### src/rtl/cid_pkg.sv
package cid_pkg;
  localparam int unsigned CLK_HZ          = 100_000_000;
  localparam int unsigned BAUD            = 1200;
  localparam int unsigned BIT_CYCLES      = CLK_HZ / BAUD;
  localparam int unsigned WORD_BITS       = 8;
  localparam int unsigned SCLK_HALF_NS    = 2000;
  localparam int unsigned CLK_PERIOD_NS   = 10;
  localparam int unsigned SCLK_HALF_CYC   = SCLK_HALF_NS / CLK_PERIOD_NS;
  localparam int unsigned TRIG_DELAY_CYC  = 1000;
  localparam logic [7:0]  WORD_RESET      = 8'h00;

  localparam logic [7:0] ADDR_CTRL    = 8'h00;
  localparam logic [7:0] ADDR_STATUS  = 8'h04;
  localparam logic [7:0] ADDR_IRQ_ST  = 8'h08;
  localparam logic [7:0] ADDR_IRQ_EN  = 8'h0C;
  localparam logic [7:0] ADDR_IRQ_CLR = 8'h10;
  localparam logic [7:0] ADDR_DATA    = 8'h14;

  localparam int unsigned CTRL_SOFT_POWER_DOWN_INPUT = 0;
  localparam int unsigned CTRL_SOFT_DEMOD = 1;
  localparam logic [1:0]  CTRL_RESET     = 2'h2;

  localparam int unsigned IRQ_WORD    = 0;
  localparam int unsigned IRQ_TRIG    = 1;
  localparam int unsigned IRQ_CARRIER = 2;
  localparam int unsigned IRQ_BITS    = 3;

  typedef enum logic [1:0] {
    M0_IDLE  = 2'b00,
    M0_HIGH  = 2'b01,
    M0_LOW   = 2'b11
  } cid_m0_state_t;
endpackage

### src/rtl/cid_sync2.sv
`timescale 1ns/1ps
module cid_sync2 (
  input  wire logic clock,
  input  wire logic srst,
  input  wire logic din,
  output logic      dout
);
  logic meta_q;
  logic meta_d;
  logic sync_q;
  logic sync_d;

  always_comb begin
    meta_d = din;
    sync_d = meta_q;
  end

  always_ff @(posedge clock) begin
    if (srst) begin
      meta_q <= 1'b0;
      sync_q <= 1'b0;
    end else begin
      meta_q <= meta_d;
      sync_q <= sync_d;
    end
  end

  assign dout = sync_q;
endmodule

### src/rtl/cid_trig.sv
`timescale 1ns/1ps
module cid_trig
  import cid_pkg::*;
(
  input  wire logic clock,
  input  wire logic srst,
  input  wire logic trig_in_s,
  input  wire logic rc_in_s,
  output logic      rc_dis_oe,
  output logic      trigger_output
);
  // Node discharged while input high; output rises once RC node charged
  // (or internal delay expires, for benches without an RC model).
  logic [15:0] cnt_q;
  logic [15:0] cnt_d;
  logic        out_q;
  logic        out_d;
  logic        dis_q;
  logic        dis_d;

  always_comb begin
    dis_d = trig_in_s;
    cnt_d = cnt_q;
    out_d = out_q;
    if (trig_in_s) begin
      cnt_d = '0;
      out_d = 1'b0;
    end else if (cnt_q < 16'(TRIG_DELAY_CYC) && !rc_in_s) begin
      cnt_d = cnt_q + 16'h0001;
    end else begin
      out_d = 1'b1;
    end
  end

  always_ff @(posedge clock) begin
    if (srst) begin
      cnt_q <= 16'h0000;
      out_q <= 1'b1;
      dis_q <= 1'b0;
    end else begin
      cnt_q <= cnt_d;
      out_q <= out_d;
      dis_q <= dis_d;
    end
  end

  assign rc_dis_oe      = dis_q;
  assign trigger_output = out_q;
endmodule

### src/rtl/cid_top.sv
`timescale 1ns/1ps
// Function
// Mode pin low selects mode 0, high mode 1
// Shift clock output mode 0, input mode 1
// Mode 0 bits appear once demodulated
// Mode 1 shifts bit on host rising edge
// Power down stops all but trigger path
// Demodulate only while demod enable high
// Trigger output rises after RC delay
// Trigger output flags reversal or ringing
// Accept 1200 baud demodulated bit stream
// System supplies timebase clock
// Word ready low after each 8-bit word
// Event output low while any source active
// Carrier present low while in-band signal
// Host shift clock synchronised before edge detect
module cid_top
  import cid_pkg::*;
(
  input  wire logic        clock,
  input  wire logic        srst,
  input  wire logic        mode_select,
  input  wire logic        power_down_input,
  input  wire logic        demod_enable,
  input  wire logic        trigger_input,
  input  wire logic        trigger_rc_node_in,
  output logic             trigger_rc_node_out,
  output logic             trigger_rc_node_oe,
  output logic             trigger_output,
  input  wire logic        serial_shift_clock_in,
  output logic             serial_shift_clock_out,
  output logic             serial_shift_clock_oe,
  output logic             serial_data,
  output logic             word_ready_n,
  output logic             carrier_present_n,
  output logic             event_n_out,
  output logic             event_n_oe,
  input  wire logic        demod_bit,
  input  wire logic        demod_bit_valid,
  input  wire logic        inband_present,
  input  wire logic        tone_detect_delayed,
  input  wire logic        psel,
  input  wire logic        penable,
  input  wire logic        pwrite,
  input  wire logic [7:0]  paddr,
  input  wire logic [31:0] pwdata,
  output logic [31:0]      prdata,
  output logic             pready,
  output logic             pslverr,
  output logic             irq
);
  import cid_pkg::*;

  // ----------------------------------------------------------------
  // Pin synchronisers
  // ----------------------------------------------------------------
  logic mode_s;
  logic power_down_input_s;
  logic den_s;
  logic trig_s;
  logic rc_s;
  logic sclk_s;

  cid_sync2 u_sync_mode (.clock(clock), .srst(srst), .din(mode_select), .dout(mode_s));
  cid_sync2 u_sync_power_down_input (.clock(clock), .srst(srst), .din(power_down_input), .dout(power_down_input_s));
  cid_sync2 u_sync_den  (.clock(clock), .srst(srst), .din(demod_enable), .dout(den_s));
  cid_sync2 u_sync_trig (.clock(clock), .srst(srst), .din(trigger_input), .dout(trig_s));
  cid_sync2 u_sync_rc   (.clock(clock), .srst(srst), .din(trigger_rc_node_in), .dout(rc_s));
  cid_sync2 u_sync_sclk (.clock(clock), .srst(srst), .din(serial_shift_clock_in), .dout(sclk_s));

  // ----------------------------------------------------------------
  // Trigger path, alive during power down
  // ----------------------------------------------------------------
  cid_trig u_trig (
    .clock          (clock),
    .srst           (srst),
    .trig_in_s      (trig_s),
    .rc_in_s        (rc_s),
    .rc_dis_oe      (trigger_rc_node_oe),
    .trigger_output (trigger_output)
  ); // see R7
  assign trigger_rc_node_out = 1'b0;

  // ----------------------------------------------------------------
  // Registers and state
  // ----------------------------------------------------------------
  logic [1:0]          ctrl_q,    ctrl_d;
  logic [IRQ_BITS-1:0] ist_q,     ist_d;
  logic [IRQ_BITS-1:0] ien_q,     ien_d;
  logic [7:0]          shreg_q,   shreg_d;
  logic [7:0]          word_q,    word_d;
  logic [3:0]          nbits_q,   nbits_d;
  logic                sdata_q,   sdata_d;
  logic                wrdy_q,    wrdy_d;
  logic                sclk_q,    sclk_d;
  logic                sclk_p_q,  sclk_p_d;
  logic [15:0]         tmr_q,     tmr_d;
  logic                pend_q,    pend_d;
  logic                pbit_q,    pbit_d;
  logic                trig_p_q,  trig_p_d;
  logic                cd_p_q,    cd_p_d;
  cid_m0_state_t       st_q,      st_d;

  logic active;
  logic mode1;
  logic bit_in;
  logic host_rise;
  logic wr_en;
  logic rd_en;
  logic word_done;

  assign mode1     = mode_s;
  assign active    = !power_down_input_s && !ctrl_q[CTRL_SOFT_POWER_DOWN_INPUT];
  // The upstream strobe arrives once per 1200 baud bit from our own clock
  assign bit_in    = active && den_s && ctrl_q[CTRL_SOFT_DEMOD] && demod_bit_valid; // see R6
  assign host_rise = sclk_s && !sclk_p_q;
  assign wr_en     = psel && penable && pwrite;
  assign rd_en     = psel && penable && !pwrite;

  // ----------------------------------------------------------------
  // Serial output engine
  // ----------------------------------------------------------------
  always_comb begin
    shreg_d   = shreg_q;
    word_d    = word_q;
    nbits_d   = nbits_q;
    sdata_d   = sdata_q;
    wrdy_d    = wrdy_q;
    sclk_d    = sclk_q;
    sclk_p_d  = sclk_s;
    tmr_d     = tmr_q;
    pend_d    = pend_q;
    pbit_d    = pbit_q;
    st_d      = st_q;
    word_done = 1'b0;
    if (!active) begin
      nbits_d = 4'h0;
      wrdy_d  = 1'b0;
      sclk_d  = 1'b0;
      pend_d  = 1'b0;
      st_d    = M0_IDLE;
    end else if (!mode1) begin
      // Mode 0: bit goes straight to the pin, then one clock pulse
      if (bit_in) begin
        sdata_d = demod_bit;
        pend_d  = 1'b1;
        pbit_d  = demod_bit;
      end
      case (st_q)
        M0_IDLE: begin
          if (pend_q) begin
            pend_d  = bit_in;
            sclk_d  = 1'b1;
            tmr_d   = 16'(SCLK_HALF_CYC);
            st_d    = M0_HIGH;
            if (nbits_q == 4'h0) begin
              wrdy_d = 1'b0;
            end
            shreg_d = {pbit_q, shreg_q[7:1]};
          end
        end
        M0_HIGH: begin
          if (tmr_q == 16'h0000) begin
            sclk_d = 1'b0;
            tmr_d  = 16'(SCLK_HALF_CYC);
            st_d   = M0_LOW;
          end else begin
            tmr_d = tmr_q - 16'h0001;
          end
        end
        M0_LOW: begin
          if (tmr_q == 16'h0000) begin
            st_d = M0_IDLE;
            if (nbits_q == 4'(WORD_BITS - 1)) begin
              nbits_d   = 4'h0;
              word_d    = shreg_q;
              wrdy_d    = 1'b1;
              word_done = 1'b1;
            end else begin
              nbits_d = nbits_q + 4'h1;
            end
          end else begin
            tmr_d = tmr_q - 16'h0001;
          end
        end
        default: st_d = M0_IDLE;
      endcase
    end else begin
      // Mode 1: collect a word, then host clocks it out
      sclk_d = 1'b0;
      st_d   = M0_IDLE;
      if (!wrdy_q) begin
        if (bit_in) begin
          shreg_d = {demod_bit, shreg_q[7:1]};
          if (nbits_q == 4'(WORD_BITS - 1)) begin
            nbits_d   = 4'h0;
            wrdy_d    = 1'b1;
            word_d    = {demod_bit, shreg_q[7:1]};
            word_done = 1'b1;
          end else begin
            nbits_d = nbits_q + 4'h1;
          end
        end
      end else if (host_rise) begin
        sdata_d = word_q[0];
        word_d  = {1'b0, word_q[7:1]};
        if (nbits_q == 4'(WORD_BITS - 1)) begin
          nbits_d = 4'h0;
          wrdy_d  = 1'b0;
        end else begin
          nbits_d = nbits_q + 4'h1;
        end
      end
    end
  end

  // ----------------------------------------------------------------
  // APB registers and interrupts
  // ----------------------------------------------------------------
  logic [IRQ_BITS-1:0] ev;
  assign ev[IRQ_WORD]    = word_done;
  assign ev[IRQ_TRIG]    = trigger_output && !trig_p_q;
  assign ev[IRQ_CARRIER] = active && inband_present && !cd_p_q;

  always_comb begin
    ctrl_d   = ctrl_q;
    ien_d    = ien_q;
    ist_d    = ist_q;
    trig_p_d = trigger_output;
    cd_p_d   = active && inband_present;
    if (wr_en && paddr == ADDR_CTRL) begin
      ctrl_d = pwdata[1:0];
    end
    if (wr_en && paddr == ADDR_IRQ_EN) begin
      ien_d = pwdata[IRQ_BITS-1:0];
    end
    if (wr_en && paddr == ADDR_IRQ_CLR) begin
      ist_d = ist_q & ~pwdata[IRQ_BITS-1:0];
    end
    // Set beats a clear landing in the same cycle
    ist_d = ist_d | ev;
  end

  always_comb begin
    prdata = 32'h0000_0000;
    if (rd_en) begin
      case (paddr)
        ADDR_CTRL:   prdata = {30'h0, ctrl_q};
        ADDR_STATUS: prdata = {25'h0, power_down_input_s, mode1, trigger_output, !carrier_present_n,
                               !word_ready_n, nbits_q[1:0]};
        ADDR_IRQ_ST: prdata = {29'h0, ist_q};
        ADDR_IRQ_EN: prdata = {29'h0, ien_q};
        ADDR_DATA:   prdata = {24'h0, word_q};
        default:     prdata = 32'h0000_0000;
      endcase
    end
  end

  assign pready  = 1'b1;
  assign pslverr = psel && penable && !(paddr == ADDR_CTRL || paddr == ADDR_STATUS ||
                   paddr == ADDR_IRQ_ST || paddr == ADDR_IRQ_EN || paddr == ADDR_IRQ_CLR ||
                   paddr == ADDR_DATA);
  assign irq     = |(ist_q & ien_q);

  always_ff @(posedge clock) begin
    if (srst) begin
      ctrl_q   <= CTRL_RESET;
      ist_q    <= '0;
      ien_q    <= '0;
      shreg_q  <= WORD_RESET;
      word_q   <= WORD_RESET;
      nbits_q  <= 4'h0;
      sdata_q  <= 1'b0;
      wrdy_q   <= 1'b0;
      sclk_q   <= 1'b0;
      sclk_p_q <= 1'b0;
      tmr_q    <= 16'h0000;
      pend_q   <= 1'b0;
      pbit_q   <= 1'b0;
      trig_p_q <= 1'b1;
      cd_p_q   <= 1'b0;
      st_q     <= M0_IDLE;
    end else begin
      ctrl_q   <= ctrl_d;
      ist_q    <= ist_d;
      ien_q    <= ien_d;
      shreg_q  <= shreg_d;
      word_q   <= word_d;
      nbits_q  <= nbits_d;
      sdata_q  <= sdata_d;
      wrdy_q   <= wrdy_d;
      sclk_q   <= sclk_d;
      sclk_p_q <= sclk_p_d;
      tmr_q    <= tmr_d;
      pend_q   <= pend_d;
      pbit_q   <= pbit_d;
      trig_p_q <= trig_p_d;
      cd_p_q   <= cd_p_d;
      st_q     <= st_d;
    end
  end

  // ----------------------------------------------------------------
  // Pins
  // ----------------------------------------------------------------
  assign serial_shift_clock_out = sclk_q;
  assign serial_shift_clock_oe  = active && !mode1;
  assign serial_data            = sdata_q;
  assign word_ready_n           = !wrdy_q;
  assign carrier_present_n      = !(active && inband_present);
  assign event_n_out            = 1'b0;
  // Open drain: pull low while any event source is active
  assign event_n_oe             = !trigger_output || wrdy_q || (active && tone_detect_delayed);
endmodule

### config.mk
export PLATFORM = sky130hd
export DESIGN_NAME = cid_top
export DESIGN_NICKNAME = d
export VERILOG_FILES = /design/src/rtl/cid_pkg.sv /design/src/rtl/cid_sync2.sv /design/src/rtl/cid_trig.sv /design/src/rtl/cid_top.sv
export SDC_FILE = /design/constraint.sdc
export NUM_CORES = 1
export LEC_CHECK = 0
export ABC_AREA = 1
export BUFFER_PORTS_ARGS = -buffer_cell sky130_fd_sc_hd__buf_2
export CORE_MARGIN = 1.5
export CORE_UTILIZATION = 49
export DETAILED_ROUTE_END_ITERATION = 8
export GPL_TIMING_DRIVEN = 0
export MAX_ROUTING_LAYER = met4
export PLACE_DENSITY = 0.73
export SLEW_MARGIN = 20
export SYNTH_ARGS = -nofsm -noshare
export SYNTH_HDL_FRONTEND = slang
export SYNTH_HIERARCHICAL = 1
export SYNTH_SLANG_ARGS = --single-unit
### constraint.sdc
create_clock -name clock -period 1.63 [get_ports clock]
set_input_delay 0.4075 -clock clock [delete_from_list [all_inputs] [get_ports clock]]
set_output_delay 0.4075 -clock clock [all_outputs]
set_load 0.005 [all_outputs]
==> results of run 1 <==
[repair_timing]
item                                    in CTS  in global routing
pin swaps                                    7                 34
cloned                                       1                  2
endpoints found under the hold margin        0                  0
endpoints found under the setup margin      41                 48
resized for setup                           64                120
buffers inserted                             7                 14
[kinds of logic (layout without fill, tap and decap cells)]
logic type	Yosys count	after routing	synth area share (%)
simple gates	347	347	33.2
buf+inv	152	234	15.3
compound gates	96	96	11.8
flops	84	84	37.2
fa+ha+maj	5	5	1.38
xor+xnor	5	5	0.969
other cells	2	27	0.166
[synthesized netlist by cell type (2+ instances only)]
library cell	number	share of area, %
nand4_1	18	2.5
nor2_4	2	0.50
nand3_1	33	3.7
dfxtp_1	84	37
nor2_2	7	0.97
nand3_2	2	0.44
nor2_1	107	8.9
o211ai_1	3	0.50
nand2_1	156	13
conb_1	2	0.17
nand2_2	7	0.97
o21bai_1	3	0.50
a21oi_2	5	0.97
inv_1	101	8.4
xnor2_1	2	0.39
o22ai_1	6	0.83
nand3b_1	2	0.33
ha_1	5	1.4
nor3_1	5	0.55
inv_2	9	0.75
buf_2	6	0.66
a21oi_1	46	5.1
or2_2	2	0.28
clkbuf_1	4	0.33
o21ai_0	27	3.0
xor2_1	3	0.58
buf_4	29	4.8
o21ai_1	2	0.22
[worst max-delay path, cell delays in order]
cell     delay [ns]
buf_6          0.10
nor2_4         0.12
nand2_4        0.07
nor2_4         0.16
nand3_4        0.13
nand4_1        0.16
nand2_4        0.11
a21oi_1        0.15
buf_2          0.14
[registers in the layout, summed over array words and instances, names as in the netlist, 2 cells and up]
register	flops
ctrl_q	2
ien_q	3
ist_q	3
nbits_q	4
shreg_q	8
st_q	2
tmr_q	16
u_trig/cnt_q	16
word_q	8
[placed cells by master (no fill, tap or decap), drive strengths merged]
cell | netlist | routed
nand4 | 18 | 18
a31o | 1 | 1
o22ai | 6 | 6
nor3b | 1 | 1
buf | 35 | 100
dfxtp | 84 | 84
o211ai | 3 | 3
o21bai | 3 | 3
o21a | 1 | 1
nor3 | 6 | 6
o21ai | 29 | 29
a21oi | 51 | 51
a211oi | 1 | 1
xor2 | 3 | 3
clkinv | 2 | 7
conb | 2 | 27
nand2 | 164 | 164
a31oi | 1 | 1
inv | 111 | 110
xnor2 | 2 | 2
and2 | 1 | 1
nor4 | 1 | 1
clkbuf | 4 | 14
nand3 | 35 | 35
bufinv | 0 | 3
or2 | 3 | 3
nand3b | 2 | 2
ha | 5 | 5
nor2 | 116 | 116
[area by class of cell]
type                            instances  area (µm²)  share of cell area, %
Multi-Input combinational cell        480        2690                   44.6
Sequential cell                        84        1700                   28.2
Timing Repair Buffer                   67         497                   8.25
Inverter                              113         463                   7.69
Buffer                                 38         292                   4.84
Tap cell                              108         135                   2.24
Clock inverter                          7         125                   2.08
Clock buffer                            9         124                   2.06
[power breakdown]
group | total, mW | internal [mW] | switching, mW | leakage [nW]
logic | 0.821 | 0.337 | 0.483 | 1.94
clock network | 1.84 | 1.03 | 0.814 | 0.124
registers | 2.15 | 2.11 | 0.0465 | 0.687
[how the worst max path moves through the flow]
| stage | start | end | cells after the start |
|---|---|---|---|
| 6_report | paddr[5] | prdata[5] | 9 |
| 3_3_place_gp | paddr[0] | prdata[5] | 9 |
| 3_5_place_dp | paddr[0] | prdata[5] | 9 |
| 5_1_grt | paddr[5] | prdata[0] | 11 |
| 4_1_cts | paddr[5] | prdata[5] | 9 |
| 2_1_floorplan | paddr[5] | prdata[1] | 9 |
[layer usage]
| metal | vias to the layer above | global-route usage, % | wire length, µm |
|---|---|---|---|
| li1 | 2316 | - | - |
| met1 | 2187 | 28.2 | 5220 |
| met2 | 254 | 39.7 | 6080 |
| met3 | 60 | 4.89 | 1010 |
| met4 | 0 | 7.80 | 488 |
| met5 | - | - | 0 |
==> results by group, run 1 <==
Floorplanning
  – Core footprint: ~8800 µm²
  – Die H: a little under 100 µm
  – Die width: between 90 and 100 µm
  – # IOs: 100
  – Core Rows: 34
  – Initial core utilization: between 50 and 60%
  – Total die area: ~10000 µm²

Pwr
  – Maximum VDD drop: ~0.00045 V
  – Static Leak: 2.75 nW
  – Design Power: 4.82 mW
  – Power Dens Cells: ~800 nW/µm²

STA
  – Final setup TNS: -2.94 ns
  – Actual slew at the worst max-slew pin: about 0.65 ns
  – Minimum clock period: just under 2 ns
  – Hold Slack: 0.246 ns
  – Rel. slew slack: between 50 and 60%
  – Pins Over Slew Limit: 0
  – Clock skew: 0.0189 ns
  – Final worst setup slack: -0.306 ns
  – Fmax: just over 500 MHz
  – Final hold vios: 0
  – Final Cycle Share: 119%
  – Setup Viol. Count Final: 33
  – RSZ-0062 raised after global routing: true

Detailed routing
  – Final WL: 12.8 mm
  – Drt drc: 0
  – Starting DRC count in detailed routing: 537
  – TritonRoute pass-1 iters: 5
  – DR vias: 4,817
  – Final ANT Viol Nets: 0
  – Vias per cell: ~5.3
  – DR WL/cell: roughly 14 µm

Clock tree
  – CTS Hold Bufs: 0
  – Latest clock arrival within the worst-skew pair: around 0.37 ns
  – H-tree lvl count: 3
  – Cts bufs inserted: 9
  – Clk sinks: between 80 and 90
  – CTS Buffer Depth: 2
  – Clock transition at the registers of the reported paths: about 0.090 ns
  – CTS tree: yes
  – CTS Root Buffer Type: clkbuf_8

Critical path
  – Worst r2r dst: tmr_q[2]$_SDFFE_PP0P_
  – Critical Path AT: around 1.5 ns
  – CP max FO: 7
  – Critical path endpoint category: output pin
  – Startpoint of the worst-slack reg-to-reg timing path: tmr_q[1]$_SDFFE_PP0P_
  – Critical path class: in2out
  – FF-to-FF path depth: 13
  – Crit start category: input port
  – WP data required: 1.22 ns
  – Reg-to-reg slack, setup: -0.08 ns

Logic synthesis
  – Top_reg_cell synth: dfxtp_1
  – Mapped cell area: 4520 µm²
  – Post-synth EDFFs: 0
  – Synth warn: 6
  – Fraction of registers with async set/reset: 0%
  – Flops & latches, synth: 84
  – Distinct cells, synth: 41
  – Sequential-to-total area share from yosys stat: a little under two fifths
  – Syn Area/Cell: around 6.5 µm²
  – Post-Synthesis Cells: between 600 and 700

Cells and area
  – Fillcell total: between 600 and 700
  – Final core occ: between 60 and 70%
  – ANT cells: 0
  – Area grow syn2layout: 33.1%
  – Fraction of layout instances using a drive strength above 1: a little under a third
  – Final nets: between 800 and 900
  – Non-Filler Instances: 906
  – Fin area: 6020 µm²

Placement
  – # port buffers: 43
  – Dpl hpwl: about 8 mm
  – Pre-CTS WS: -0.383 ns
  – DP Cell Count: 867
  – Placer Congestion: 0.900
  – Post-DP Area: slightly below 5000 µm²

Status
  – Status: finished, violations left
  – Failing checks: negative setup slack

Global route
  – Total track usage: approximately a quarter
  – First-pass GRT wire length: 18.3 mm
  – Initial antenna violation count: 0
  – Largest net degree at the start of global routing: 22
  – Remaining Overflow, GRT: 0
  – Vias in the first global route: roughly 4.1k

Worst hold path
  – WHS Endpoint: u_sync_trig/meta_q$_SDFF_PP0_
  – Hold depth: 3
  – Type of the worst min-delay path: in2reg
  – Hold Startpoint: trigger_input

Job
  – Max_cap viols: 0
No activity file was read; power rests on OpenSTA's default activity.
==> run 2: changes to the inputs <==
--- a/config.mk
+++ b/config.mk
@@ -18,3 +18,4 @@
 export SYNTH_HDL_FRONTEND = slang
 export SYNTH_HIERARCHICAL = 1
 export SYNTH_SLANG_ARGS = --single-unit
+export TNS_END_PERCENT = 20
==> run 2 against run 1 <==
The run still ends with negative setup slack left. Critical endpoint is now prdata[1]. Clock skew about the same. Sequential power about the same. Register-to-register slack about the same. Highest routed layer unchanged. Largest power group unchanged.
==> results by group, run 2 (synthesized netlist as in run 1, its figures left out) <==
Detailed routing
  – Starting DRC count in detailed routing: 309 (-42%)
  – DR WL/cell: 12.9 µm (-8.8%)
  – Vias per cell: 5.13 (-3.6%)
  – Drt drc: 0 (unchanged)
  – DR vias: 4,615 (-4.2%)
  – Final ANT Viol Nets: 0 (unchanged)
  – TritonRoute pass-1 iters: 5 (unchanged)
  – Final WL: 11.6 mm (-9.4%)

Cells and area
  – Commonest non-fill, non-tap cells in the layout: nand2_1 (138), inv_1 (93), nor2_1 (87)
  – Final nets: 847 (-0.70%)
  – Top Registers: tmr_q x16, u_trig/cnt_q x16
  – Commonest non-fill, non-tap cell in the layout: nand2_1
  – Area grow syn2layout: 27.9%
  – Fillcell total: 728 (+4.7%)
  – Non-Filler Instances: 900 (-0.66%)
  – ANT cells: 0 (unchanged)
  – Fraction of layout instances using a drive strength above 1: 28.2% (-3.5 points)

Placement
  – Placer Congestion: 0.900 (unchanged)
  – Pre-CTS WS: -0.383 ns (unchanged)
  – # port buffers: 43 (unchanged)
  – DP Cell Count: 867 (unchanged)
  – Dpl hpwl: 7.87 mm (unchanged)

STA
  – Actual slew at the worst max-slew pin: 0.608 ns (-0.0371 ns)
  – Final worst setup slack: -0.267 ns (+0.0393 ns)
  – Minimum clock period: 1.90 ns (-0.0393 ns)
  – Fmax: 527 MHz (+2.1%)
  – Pins Over Slew Limit: 0 (unchanged)
  – Setup Viol. Count Final: 33 (unchanged)
  – Rel. slew slack: 59.4% (+2.5 points)
  – RSZ-0062 raised after global routing: true
  – Final hold vios: 0 (unchanged)
  – Final Cycle Share: 116% (-2.4 points)
  – Clock skew: 0.0194 ns (+0.000486 ns)

Worst hold path
  – Type of the worst min-delay path: in2reg

Critical path
  – Slowest stage cell on the critical path: nand4_1
  – Crit start category: input port
  – Critical path endpoint category: output pin
  – Crit-path max cell delay: 0.16 ns (about the same)
  – Worst path cell trace: buf_6 -> nor2_4 -> nand2_4 -> nor2_4 -> nand3_4 -> nand4_1 -> nand2_4 -> nor2_1 -> buf_2
  – CP max FO: 7 (unchanged)
  – Buf/Inv on CP: 2 (unchanged)
  – Critical path class: in2out
  – Top delay family on crit path: simple AND/OR/NAND/NOR gates
  – Critical Path AT: 1.49 ns (-0.04 ns)
  – WP data required: 1.22 ns (about the same)

Clock tree
  – CTS Buffer Depth: 2 (unchanged)
  – Clock transition at the registers of the reported paths: 0.09 ns (about the same)
  – CTS Hold Bufs: 0 (unchanged)
  – CTS tree: yes
  – H-tree lvl count: 3 (unchanged)
  – Cts bufs inserted: 9 (unchanged)
  – Clk sinks: 84 (unchanged)
  – Latest clock arrival within the worst-skew pair: 0.37 ns (about the same)
  – CTS Root Buffer Type: clkbuf_8

Global route
  – Largest net degree at the start of global routing: 22 (unchanged)
  – Remaining Overflow, GRT: 0 (unchanged)
  – Vias in the first global route: 4,103 (-0.58%)
  – First-pass GRT wire length: 18.1 mm (-1.3%)
  – Total track usage: 23.1% (-0.40 points)
  – Initial antenna violation count: 0 (unchanged)

Floorplanning
  – Die width: 99.1 µm (unchanged)
  – Die H: 99.1 µm (unchanged)
  – Core Rows: 34 (unchanged)
  – Total die area: 9810 µm² (unchanged)
  – Initial core utilization: 51.1% (unchanged)
  – # IOs: 100 (unchanged)
  – Core footprint: 8850 µm² (unchanged)

Pwr
  – Maximum VDD drop: 0.000426 V (-4.3%)
  – Power Dens Cells: 811 nW/µm² (+1.3%)
  – Static Leak: 2.69 nW (-2.4%)

Status
  – Status: finished, violations left
  – Failing checks: negative setup slack

Job
  – Max_cap viols: 0 (unchanged)
## run 2: cell types whose count changed in the layout (fill, tap and decap cells not counted), sizes merged
| cell | delta |
|---|---|
| clkbuf | +1 |
| inv | +1 |
| clkinv | -1 |
| buf | -7 |
## run 2: path summary, 6_finish.rpt
path	start	to	slack (ns)	depth (start not counted)
worst max-delay path	paddr[5]	prdata[1]	-0.27	9
worst min-delay path	trigger_input	u_sync_trig/meta_q$_SDFF_PP0_	0.25	3
worst max register to register	tmr_q[4]$_SDFFE_PP0P_	tmr_q[12]$_SDFFE_PP0P_	-0.09	9
worst min register to register	u_sync_mode/meta_q$_SDFF_PP0_	u_sync_mode/dout$_SDFF_PP0_	0.41	2
## run 2: where the power goes
group	internal (mW)	leakage, nW	switching [mW]	total, mW
Clock	1.03	0.124	0.809	1.84
Sequential	2.11	0.686	0.0440	2.15
Combinational	0.274	1.88	0.429	0.703
## run 2: worst min-delay path, stage by stage
cell and delay, ns:
buf_2 0.10, inv_1 0.04, nor2_1 0.03
## run 2: routing by layer
metal	part of all wire (%)	GRT usage, %	up-vias	routed length [µm]
li1	-	-	2307	-
met1	43	27.5	2101	4950
met2	48	39.4	174	5610
met3	6.5	4.04	33	758
met4	2.4	8.56	0	278
met5	0	-	-	0
## run 2: layout make-up
class                   instances  area, µm²  share of cell area, %
well taps                     108        135                   2.34
plain buffers                  39        303                   5.23
clock inverters                 7        125                   2.16
multi-input cells             480       2570                   44.4
clock buffers                   9        124                   2.14
repair buffers                 60        388                   6.70
inverters                     113        448                   7.74
flip-flops and latches         84       1690                   29.3
## run 2: metrics by stage
step	hold slack (ns)	setup TNS, ns	util, %	area [µm²]	power [mW]
after detailed placement	0.396	-8.58	56.2	4970	2.73
after global placement	0.392	-7.93	56.2	4970	2.72
after floorplan	0.388	0	-	4620	2.57
after global routing	0.241	-5.03	65.4	5790	4.87
after CTS	0.227	-1.88	61.5	5440	4.60
final	0.245	-2.85	65.4	5790	4.69
## run 2: repair_timing
item                                    CTS  global route
endpoints found under the hold margin     0             0
cloned                                    0             1
buffers inserted                          3            13
gates resized for setup                  60            68
endpoints found under the setup margin   41            49
pin swaps                                 4            21
